## src/rtl/ouvf_regs.svh

```systemverilog
/*
 * Register map, field layout, reset value and timing constants of the
 * output undervoltage fault responder.
 * Assumes a 40 MHz core clock and an 8-bit management register port.
 */
// Overview of operation
// - Bits 7:6 pick the fault action, and code 00 ignores the fault.
// - Code 01 rides through delay one, then shuts down and retries.
// - Code 10 shuts the output down at once, then retries.
// - Code 11 holds the output off until the fault clears, then restarts.
// - Bits 5:3 give the restart count in plain binary, except code 7, which restarts without limit.
// - A fault that outlasts all restarts leaves the output off for good.
// - That latched state ends only with a reset or a power cycle.
// - Restart attempts are spaced by delay two from bits 2:0.
// - Delay code n pairs delay one of 10 ms << n with delay two 252-2604 ms.
`ifndef OUVF_REGS_SVH
`define OUVF_REGS_SVH

`define OUVF_ADDR_ACTION   8'h45
`define OUVF_ACTION_RESET  8'h00
`define OUVF_RESP_MSB      7
`define OUVF_RESP_LSB      6
`define OUVF_RETRY_MSB     5
`define OUVF_RETRY_LSB     3
`define OUVF_DELAY_MSB     2
`define OUVF_DELAY_LSB     0
`define OUVF_RESP_IGNORE   2'h0
`define OUVF_RESP_RIDE     2'h1
`define OUVF_RESP_SHUT     2'h2
`define OUVF_RESP_HOLD     2'h3
`define OUVF_RETRY_FOREVER 3'h7

`define OUVF_CLK_HZ        40000000
`define OUVF_MS_CYCLES     (`OUVF_CLK_HZ / 1000)
`define OUVF_D1_BASE_MS    12'hA
`define OUVF_D2_MS_0       12'h0FC
`define OUVF_D2_MS_1       12'h22E
`define OUVF_D2_MS_2       12'h39C
`define OUVF_D2_MS_3       12'h4EC
`define OUVF_D2_MS_4       12'h63C
`define OUVF_D2_MS_5       12'h78C
`define OUVF_D2_MS_6       12'h8DC
`define OUVF_D2_MS_7       12'hA2C

`endif

```

## src/rtl/ouvf_pkg.sv

```systemverilog
/*
 * Types shared by the output undervoltage fault responder.
 * Assumes nothing beyond a SystemVerilog compiler.
 */
`default_nettype none
package ouvf_pkg;
	typedef enum logic [5:0] {
		OUVF_ST_RUN     = 6'h01,
		OUVF_ST_RIDE    = 6'h02,
		OUVF_ST_OFF     = 6'h04,
		OUVF_ST_RESTART = 6'h08,
		OUVF_ST_HOLD    = 6'h10,
		OUVF_ST_LATCH   = 6'h20
	} ouvf_state_e;
endpackage
`default_nettype wire

```

## src/rtl/ouvf_responder.sv

```systemverilog
/*
 * Output undervoltage fault responder: action register, ride-through
 * and restart timing, output enable and latched fault state.
 * Assumes the fault flag arrives from another domain and the register
 * port is driven on core_clk.
 */
`include "ouvf_regs.svh"
`default_nettype none
module ouvf_responder #(
	parameter int MS_CYCLES = `OUVF_MS_CYCLES
) (
	// Clock and reset
	input  wire logic       core_clk,
	input  wire logic       nrst,
	// Fault sense
	input  wire logic       uv_fault,
	// Register port
	input  wire logic [7:0] cfg_addr,
	input  wire logic       cfg_wr_en,
	input  wire logic [7:0] cfg_wdata,
	input  wire logic       cfg_rd_en,
	output logic      [7:0] cfg_rdata,
	// Status
	output logic            out_enable,
	output logic            fault_latched,
	output logic      [2:0] retries_used
);
	logic        fault_meta;
	logic        fault_s;
	logic [7:0]  action_reg;
	logic [7:0]  rdata_reg;
	logic [15:0] pre_reg;
	logic [11:0] ms_reg;
	logic [2:0]  retry_reg;
	logic        out_en_reg;
	logic        latched_reg;
	logic [1:0]  resp;
	logic [2:0]  retry_lim;
	logic [2:0]  dcode;
	logic [11:0] target_ms;
	logic        timer_done;
	logic        seq_start;
	logic        out_of_retries;
	ouvf_pkg::ouvf_state_e state_reg;
	ouvf_pkg::ouvf_state_e state_next;

	assign resp      = action_reg[`OUVF_RESP_MSB:`OUVF_RESP_LSB];
	assign retry_lim = action_reg[`OUVF_RETRY_MSB:`OUVF_RETRY_LSB];
	assign dcode     = action_reg[`OUVF_DELAY_MSB:`OUVF_DELAY_LSB];

	// Two-flop synchroniser on the fault flag
	always_ff @(posedge core_clk or negedge nrst)
	begin
		if (!nrst)
		begin
			fault_meta <= 1'b0;
			fault_s    <= 1'b0;
		end
		else
		begin
			fault_meta <= uv_fault;
			fault_s    <= fault_meta;
		end
	end

	// Action register; changes take effect on the running sequence
	always_ff @(posedge core_clk or negedge nrst)
	begin
		if (!nrst)
			action_reg <= `OUVF_ACTION_RESET;
		else if (cfg_wr_en && cfg_addr == `OUVF_ADDR_ACTION)
			action_reg <= cfg_wdata;
	end

	// Unmapped reads answer zero
	always_ff @(posedge core_clk or negedge nrst)
	begin
		if (!nrst)
			rdata_reg <= 8'h00;
		else if (cfg_rd_en)
			rdata_reg <= (cfg_addr == `OUVF_ADDR_ACTION) ? action_reg : 8'h00;
	end

	// Delay pair lookup
	always_comb
	begin
		target_ms = 12'h000;
		if (state_reg == ouvf_pkg::OUVF_ST_RIDE)
			target_ms = `OUVF_D1_BASE_MS << dcode;
		else
		begin
			case (dcode)
				3'h0: target_ms = `OUVF_D2_MS_0;
				3'h1: target_ms = `OUVF_D2_MS_1;
				3'h2: target_ms = `OUVF_D2_MS_2;
				3'h3: target_ms = `OUVF_D2_MS_3;
				3'h4: target_ms = `OUVF_D2_MS_4;
				3'h5: target_ms = `OUVF_D2_MS_5;
				3'h6: target_ms = `OUVF_D2_MS_6;
				default: target_ms = `OUVF_D2_MS_7;
			endcase
		end
	end

	assign timer_done = (ms_reg >= target_ms);
	assign seq_start  = (state_next != state_reg) &&
		(state_next == ouvf_pkg::OUVF_ST_RIDE ||
		 state_next == ouvf_pkg::OUVF_ST_OFF);
	// Unlimited retries never exhaust
	assign out_of_retries = (retry_lim != `OUVF_RETRY_FOREVER) &&
		(retry_reg >= retry_lim);

	// Millisecond timer; a coarse tick keeps the counters narrow
	always_ff @(posedge core_clk or negedge nrst)
	begin
		if (!nrst)
		begin
			pre_reg <= 16'h0000;
			ms_reg  <= 12'h000;
		end
		else if (seq_start)
		begin
			pre_reg <= 16'h0000;
			ms_reg  <= 12'h000;
		end
		else if (pre_reg == 16'(MS_CYCLES - 1))
		begin
			pre_reg <= 16'h0000;
			if (ms_reg != 12'hFFF)
				ms_reg <= ms_reg + 12'h001;
		end
		else
			pre_reg <= pre_reg + 16'h0001;
	end

	// Sequencer
	always_comb
	begin
		state_next = state_reg;
		case (state_reg)
			ouvf_pkg::OUVF_ST_RUN:
			begin
				if (fault_s)
				begin
					case (resp)
						`OUVF_RESP_RIDE: state_next = ouvf_pkg::OUVF_ST_RIDE;
						`OUVF_RESP_SHUT: state_next = out_of_retries ?
							ouvf_pkg::OUVF_ST_LATCH : ouvf_pkg::OUVF_ST_OFF;
						`OUVF_RESP_HOLD: state_next = ouvf_pkg::OUVF_ST_HOLD;
						default: state_next = ouvf_pkg::OUVF_ST_RUN;
					endcase
				end
			end
			ouvf_pkg::OUVF_ST_RIDE:
			begin
				if (!fault_s)
					state_next = ouvf_pkg::OUVF_ST_RUN;
				else if (timer_done)
					state_next = out_of_retries ?
						ouvf_pkg::OUVF_ST_LATCH : ouvf_pkg::OUVF_ST_OFF;
			end
			ouvf_pkg::OUVF_ST_OFF:
			begin
				if (timer_done)
					state_next = ouvf_pkg::OUVF_ST_RESTART;
			end
			ouvf_pkg::OUVF_ST_RESTART:
				state_next = ouvf_pkg::OUVF_ST_RUN;
			ouvf_pkg::OUVF_ST_HOLD:
			begin
				if (!fault_s)
					state_next = ouvf_pkg::OUVF_ST_RUN;
			end
			ouvf_pkg::OUVF_ST_LATCH:
				state_next = ouvf_pkg::OUVF_ST_LATCH;
			default: state_next = ouvf_pkg::OUVF_ST_RUN;
		endcase
	end

	always_ff @(posedge core_clk or negedge nrst)
	begin
		if (!nrst)
			state_reg <= ouvf_pkg::OUVF_ST_RUN;
		else
			state_reg <= state_next;
	end

	// Retry count survives the restart; cleared once the fault is gone
	always_ff @(posedge core_clk or negedge nrst)
	begin
		if (!nrst)
			retry_reg <= 3'h0;
		else if (state_reg == ouvf_pkg::OUVF_ST_RUN && !fault_s)
			retry_reg <= 3'h0;
		else if (state_next == ouvf_pkg::OUVF_ST_OFF &&
			state_reg != ouvf_pkg::OUVF_ST_OFF &&
			retry_lim != `OUVF_RETRY_FOREVER)
			retry_reg <= retry_reg + 3'h1;
	end

	// Output enable and latched flag follow the next state
	always_ff @(posedge core_clk or negedge nrst)
	begin
		if (!nrst)
		begin
			out_en_reg  <= 1'b1;
			latched_reg <= 1'b0;
		end
		else
		begin
			out_en_reg  <= (state_next == ouvf_pkg::OUVF_ST_RUN ||
				state_next == ouvf_pkg::OUVF_ST_RIDE ||
				state_next == ouvf_pkg::OUVF_ST_RESTART);
			latched_reg <= (state_next == ouvf_pkg::OUVF_ST_LATCH);
		end
	end

	assign cfg_rdata     = rdata_reg;
	assign out_enable    = out_en_reg;
	assign fault_latched = latched_reg;
	assign retries_used  = retry_reg;

	ignore_keeps_a: assert property (@(posedge core_clk) disable iff (!nrst)
		state_reg == ouvf_pkg::OUVF_ST_RUN && resp == `OUVF_RESP_IGNORE
		|=> out_en_reg) else $error("output dropped while ignoring");
	ride_keeps_a: assert property (@(posedge core_clk) disable iff (!nrst)
		state_reg == ouvf_pkg::OUVF_ST_RUN && fault_s &&
		resp == `OUVF_RESP_RIDE |=> out_en_reg && state_reg ==
		ouvf_pkg::OUVF_ST_RIDE) else $error("ride-through not entered");
	shut_now_a: assert property (@(posedge core_clk) disable iff (!nrst)
		state_reg == ouvf_pkg::OUVF_ST_RUN && fault_s &&
		resp == `OUVF_RESP_SHUT |=> !out_en_reg)
		else $error("no immediate shutdown");
	hold_off_a: assert property (@(posedge core_clk) disable iff (!nrst)
		state_reg == ouvf_pkg::OUVF_ST_HOLD |=>
		(out_en_reg == !$past(fault_s)))
		else $error("hold output wrong");
	retry_step_a: assert property (@(posedge core_clk) disable iff (!nrst)
		state_reg == ouvf_pkg::OUVF_ST_RESTART |-> retry_reg != 3'h0 ||
		retry_lim == `OUVF_RETRY_FOREVER)
		else $error("restart without counted retry");
	exhaust_latch_a: assert property (@(posedge core_clk) disable iff (!nrst)
		state_reg == ouvf_pkg::OUVF_ST_RIDE && fault_s && timer_done &&
		out_of_retries |=> latched_reg && !out_en_reg)
		else $error("exhausted fault not latched");
	latch_stays_a: assert property (@(posedge core_clk) disable iff (!nrst)
		latched_reg |=> latched_reg && !out_en_reg)
		else $error("latch released without reset");
	spacing_a: assert property (@(posedge core_clk) disable iff (!nrst)
		state_reg == ouvf_pkg::OUVF_ST_OFF && !timer_done
		|=> state_reg == ouvf_pkg::OUVF_ST_OFF && !out_en_reg)
		else $error("restart before delay two");
	delay_exact_a: assert property (@(posedge core_clk) disable iff (!nrst)
		state_reg == ouvf_pkg::OUVF_ST_RIDE && $rose(timer_done)
		|-> ms_reg == (`OUVF_D1_BASE_MS << dcode))
		else $error("delay one length wrong");
	forever_a: assert property (@(posedge core_clk) disable iff (!nrst)
		retry_lim == `OUVF_RETRY_FOREVER && !latched_reg |=> !latched_reg)
		else $error("unlimited retries latched");
	timer_restart_a: assert property (@(posedge core_clk) disable iff (!nrst)
		seq_start |=> ms_reg == 12'h000 && pre_reg == 16'h0000)
		else $error("timer not restarted");

	ride_cov_c: cover property (@(posedge core_clk) disable iff (!nrst)
		state_reg == ouvf_pkg::OUVF_ST_RIDE ##1
		state_reg == ouvf_pkg::OUVF_ST_OFF);
	restart_cov_c: cover property (@(posedge core_clk) disable iff (!nrst)
		state_reg == ouvf_pkg::OUVF_ST_RESTART);
	latch_cov_c: cover property (@(posedge core_clk) disable iff (!nrst)
		$rose(latched_reg));
	hold_cov_c: cover property (@(posedge core_clk) disable iff (!nrst)
		state_reg == ouvf_pkg::OUVF_ST_HOLD ##1
		state_reg == ouvf_pkg::OUVF_ST_RUN);
endmodule // ouvf_responder
`default_nettype wire

```

## config.mk

```make
export PLATFORM = sky130hd
export DESIGN_NAME = ouvf_responder
export DESIGN_NICKNAME = d
export VERILOG_FILES = /design/src/rtl/ouvf_pkg.sv /design/src/rtl/ouvf_responder.sv
export VERILOG_INCLUDE_DIRS = /design/src /design/src/rtl
export SDC_FILE = /design/constraint.sdc
export NUM_CORES = 1
export LEC_CHECK = 0
export BUFFER_PORTS_ARGS = -buffer_cell sky130_fd_sc_hd__buf_2
export CORE_UTILIZATION = 50
export CTS_BUF_LIST = sky130_fd_sc_hd__clkbuf_4 sky130_fd_sc_hd__clkbuf_8
export DETAILED_ROUTE_END_ITERATION = 7
export PLACE_DENSITY = 0.69
export SKIP_LAST_GASP = 1
export SYNTH_ARGS = -nofsm -noshare
export SYNTH_HDL_FRONTEND = slang
export SYNTH_SLANG_ARGS = --single-unit
```

## constraint.sdc

```tcl
create_clock -name core_clk -period 8.85 [get_ports core_clk]
set_clock_uncertainty 0.1 [all_clocks]
set_input_delay 1.77 -clock core_clk [delete_from_list [all_inputs] [get_ports core_clk]]
set_output_delay 1.77 -clock core_clk [all_outputs]
set_load 0.01 [all_outputs]
```

Word-level counts from Yosys, hierarchy flattened
Index checks and enable logic that the tools add are counted.
{"block": "op_classes", "n_reduce_logical": 15, "eq_ne": 25, "n_mux": 18, "n_shift": 1, "addsub": 3, "order_cmp": 2}
{"op": "$pmux W12 S7", "n": 1}
{"op": "$mux W12", "n": 4}
{"op": "$mux W6", "n": 6}
{"op": "$mux W16", "n": 2}
{"op": "$pmux W6 S5", "n": 1}
{"op": "$pmux W6 S3", "n": 1}
{"op": "$add A16 B1 Y16 const B", "n": 1}
{"op": "$eq A16 B16 Y1 const B", "n": 1}
{"op": "$add A12 B1 Y12 const B", "n": 1}
{"op": "$eq A6 B1 Y1 const B", "n": 2}
{"op": "$eq A6 B2 Y1 const B", "n": 2}
{"op": "$eq A6 B3 Y1 const B", "n": 2}
{"op": "$eq A6 B6 Y1 const B", "n": 2}
{"op": "$ge A12 B12 Y1", "n": 1}
{"op": "$ne A12 B12 Y1 const B", "n": 1}
{"op": "$shl A4 B3 Y12 const A", "n": 1}
{"op": "$eq A3 B3 Y1 const B", "n": 3}
{"op": "$eq A8 B7 Y1 const B", "n": 1}
{"op": "$mux W8", "n": 1}
{"op": "$eq A3 B2 Y1 const B", "n": 2}
{"op": "$eq A6 B4 Y1 const B", "n": 1}
{"op": "$eq A6 B5 Y1 const B", "n": 1}
{"op": "$logic_and A1 B1 Y1", "n": 6}
{"op": "$mux W3", "n": 2}
{"op": "other kinds (13)", "n": 18}
{"block": "totals", "reg_bits": 57, "out_inout_bits": 13, "inputBits": 21, "word_cells": 74}

Logic depth before layout (Yosys ltp)
{"block": "depth", "depth_word": 12, "depth_mapped": 16}

Worst setup path before layout
OpenSTA, ideal clock, no wires.
{"block": "synth_timing", "path_type": "register to register", "from": "register state_reg[3]", "to": "register pre_reg[0]", "period_less_slack_ps": 3883, "path_stages_with_launch": 15, "t_required_ps": 8613, "t_arrival_ps": 3646, "setup_time_ps": 137, "slack_ps": 4967, "path_cell_list": "dfrtp_1 or4_1 buf_2 nor3b_4 or2b_1 a41oi_1 ha_1 nand2_1 nor2_1 a211oi_1 nand3_1 o22a_1 a32oi_4 buf_6 nor3_2"}
{"block": "synth_via", "elab_chain_cells": 10, "elab_cells_between_ends": 19}
{"element": "start: declaration", "line_no": "ouvf_responder.sv:44", "text": "ouvf_pkg::ouvf_state_e state_reg;"}
{"element": "start signal: assignment", "line_no": "ouvf_responder.sv:183", "text": "state_reg <= ouvf_pkg::OUVF_ST_RUN;"}
{"element": "start signal: assignment", "line_no": "ouvf_responder.sv:185", "text": "state_reg <= state_next;"}
{"element": "$eq A6 B2 Y1", "line_no": "ouvf_responder.sv:88, ouvf_responder.sv:140"}
{"element": "$mux W12", "line_no": "ouvf_responder.sv:88", "text": "if (state_reg == ouvf_pkg::OUVF_ST_RIDE)"}
{"element": "$ge A12 B12 Y1", "line_no": "ouvf_responder.sv:105", "text": "assign timer_done = (ms_reg >= target_ms);"}
{"element": "$mux W6", "line_no": "ouvf_responder.sv:158", "text": "else if (timer_done)"}
{"element": "$mux W6", "line_no": "ouvf_responder.sv:156", "text": "if (!fault_s)"}
{"element": "$pmux W6 S5", "line_no": "ouvf_responder.sv:140", "text": "case (state_reg)"}
{"element": "$eq A6 B2 Y1 / $eq A6 B3 Y1 (equally long branches)", "line_no": "ouvf_responder.sv:107, ouvf_responder.sv:108"}
{"element": "$logic_or A1 B1 Y1", "line_no": "ouvf_responder.sv:107", "text": "(state_next == ouvf_pkg::OUVF_ST_RIDE ||"}
{"element": "$logic_and A1 B1 Y1 (*)", "line_no": "ouvf_responder.sv:106", "text": "assign seq_start = (state_next != state_reg) &&"}
{"element": "$mux W16 (*)", "line_no": "ouvf_responder.sv:121", "text": "else if (seq_start)"}
{"element": "end signal: assignment", "line_no": "ouvf_responder.sv:133", "text": "pre_reg <= pre_reg + 16'h0001;"}
{"element": "end: declaration", "line_no": "ouvf_responder.sv:32", "text": "logic [15:0] pre_reg;"}
Mark *: on every way between the ends. The rest lies on a longest branch, timed or not.
A chain may end at the register's enable or synchronous reset.

Worst setup path in the final report
{"block": "layout_timing", "from": "register state_reg[4]", "to": "register pre_reg[11]"}
Same word-level chain as after synthesis.

==> metrics <==
Post-Route WL 6450 um; Power Density 184 mW/mm2; post-synthesis cell type count 59; setup TNS 0 ps; core outline area 0.00642 mm2; Port Buf Inserts 33; final instance area 0.00377 mm2; RR Endpoint pre_reg[11]$_DFF_PN0_; post-DR vias/cell 5.61; post-DR wirelength/cell 13.9 um; nets 420; Worst Path Required 8930 ps; asr flop ratio synth 1.00; fmax 0.214 GHz; worst-path fanout max 28; total global-route track usage 0.205; Worst R2R Path Depth 12; maxcap violations 0; YS warnings 0; HP Start fault_meta$_DFF_PN0_; Critical Path Sink pre_reg[11]$_DFF_PN0_; CP Class reg -> reg; H-tree levels 3; vias 2601; CP startpoint state_reg[4]$_DFF_PN0_; Mapped Area 0.00338 mm2; Synth Register Bits 57; max reg flops 16; peak supply drop 0.148 mV; final worst-path setup slack 4180 ps; main flop type after synthesis dfrtp_1; CTS Buffer Depth 2; dpl cell area 0.00357 mm2; clock root buffer clkbuf_8; ratio of cells with drive above 1 in the final layout 0.204; RR Startpoint state_reg[4]$_DFF_PN0_; Total Power 0.692 mW; CP Capture Type register; synth cell count leaders dfrtp_1 (55), nand2_1 (33), nor2_1 (33); global-route wire length before repair 11400 um; Leakage 1.72 nW; Finished Layout Cells 464; placed cell count 448; number of primary I/O pins 34; Detailed Routing Iterations Pass 1 7; worst hold stages 0; post-synth net total 390; CTS tree built; register area share after synthesis 0.423; status finished, violations left; most common cell in the synthesized netlist dfrtp_1; Max Slew Vio Count 0; failing checks design-rule violations; Post-Synthesis Cells 352; initial antenna violation count 0; Final setup viols 0; worst slew pin tran 993 ps; final hold viol count 0; Critical Path AT 4750 ps; overall die width 84.2 um; DRC viols 15; Post-synth EDFFs 0; Area Overhead vs Synth 11.7%; Yosys top cell by area dfrtp_1; Die Ht 84.2 um; DP HPWL 4560 um; CTS sink cnt 57; grt total ovfl 0; synthesized area per cell 9.59 um2; minimum clock period 4670 ps; top post-synthesis cells by area dfrtp_1 (41%), ha_1 (6.3%), xor2_1 (5.4%); vias in the first global route 2509; Tcrit/Tclk final 0.527; post-synth top area share 0.408; Routed Antenna Nets 0; cts hold-fix bufs 0; RSZ-0062 raised after global routing no; path type of the worst min-delay path reg -> reg; Antenna Cells 0; largest net degree at the start of global routing 58; Critical Path Start Type register; clock slew at reported path FFs 70 ps; reg2reg setup slack 4180 ps; die area 0.00708 mm2; Final GP Congestion 0.793; Initial Util 0.526; Std-Cell Rows 29; Initial DRC Count 142; worst relative slew slack 0.338; dpl ws 4180 ps; Num CTS Buffers 9; clk_lat worst skew 340 ps; post-CTS setup buffer count 0; Resize count post-CTS 0
kinds of logic after synthesis:
family                   after synthesis  synth area share
AND/OR/NAND/NOR                      146             0.226
AO/OA/AOI/OAI                         58             0.129
flip-flops                            57             0.423
buffers and inverters                 32            0.0419
XOR/XNOR                              31            0.0804
adder cells (fa/ha/maj)               17            0.0630
multiplexers                          11            0.0360
placed cells by master (no fill, tap or decap), drive strengths merged, types with 8 or more instances in the layout:
master   n
mux2     9
buf     34
nor2    43
xnor2   10
nor3    14
inv     18
o22ai    8
nand3   12
xor2    21
nand2   34
clkbuf  10
o21ai    9
a21oi   12
ha      17
dfrtp   55
nand4   11
final cells by class:
type                    count  area (um2)
well taps                  77        96.3
fillers                   565        2650
repair buffers             34         173
multi-input cells         263        1810
clock buffers              10         138
flip-flops and latches     57        1430
clock inverters             6        66.3
inverters                  17        63.8
where the power goes:
part | switching, mW | leakage [nW] | internal, mW | total (mW)
sequential | 0.0339 | 0.767 | 0.288 | 0.321
combinational | 0.0671 | 0.859 | 0.0568 | 0.124
clock | 0.109 | 0.0949 | 0.138 | 0.247
total | 0.210 | 1.72 | 0.482 | 0.692
worst min path at each step:
| stage | endpoint | slack (ps) |
|---|---|---|
| after global placement | fault_s$_DFF_PN0_ | 240 |
| after CTS | fault_s$_DFF_PN0_ | 270 |
| after floorplan | fault_s$_DFF_PN0_ | 230 |
| after detailed placement | fault_s$_DFF_PN0_ | 240 |
| after global routing | fault_s$_DFF_PN0_ | 280 |
| final | fault_s$_DFF_PN0_ | 260 |
per-layer routing:
metal | vias up | wire [um] | global-route usage
met2 | 49 | 3010 | 0.330
li1 | 1306 | - | -
met3 | 8 | 299 | 0.0600
met5 | - | 0 | 0
met1 | 1238 | 3070 | 0.264
met4 | 0 | 74 | 0.0705
worst max-delay path, stage by stage, from the launching register on:
cell	delay (ps)
dfrtp_1	500
or4_1	700
nor3b_4	440
or2b_1	330
a41oi_1	230
ha_1	260
nand2_1	80
nor2_1	50
a211oi_1	430
nand3_1	190
o22a_1	290
a32oi_4	770
nor3_1	150
stage by stage:
| step | util | hold slack [ps] |
|---|---|---|
| detailed placement | 0.555 | 237 |
| global placement | 0.555 | 243 |
| CTS | 0.587 | 271 |
| floorplan | - | 231 |
| finish | 0.587 | 263 |
| global route | 0.587 | 284 |
(Power assumes the default switching activity.)
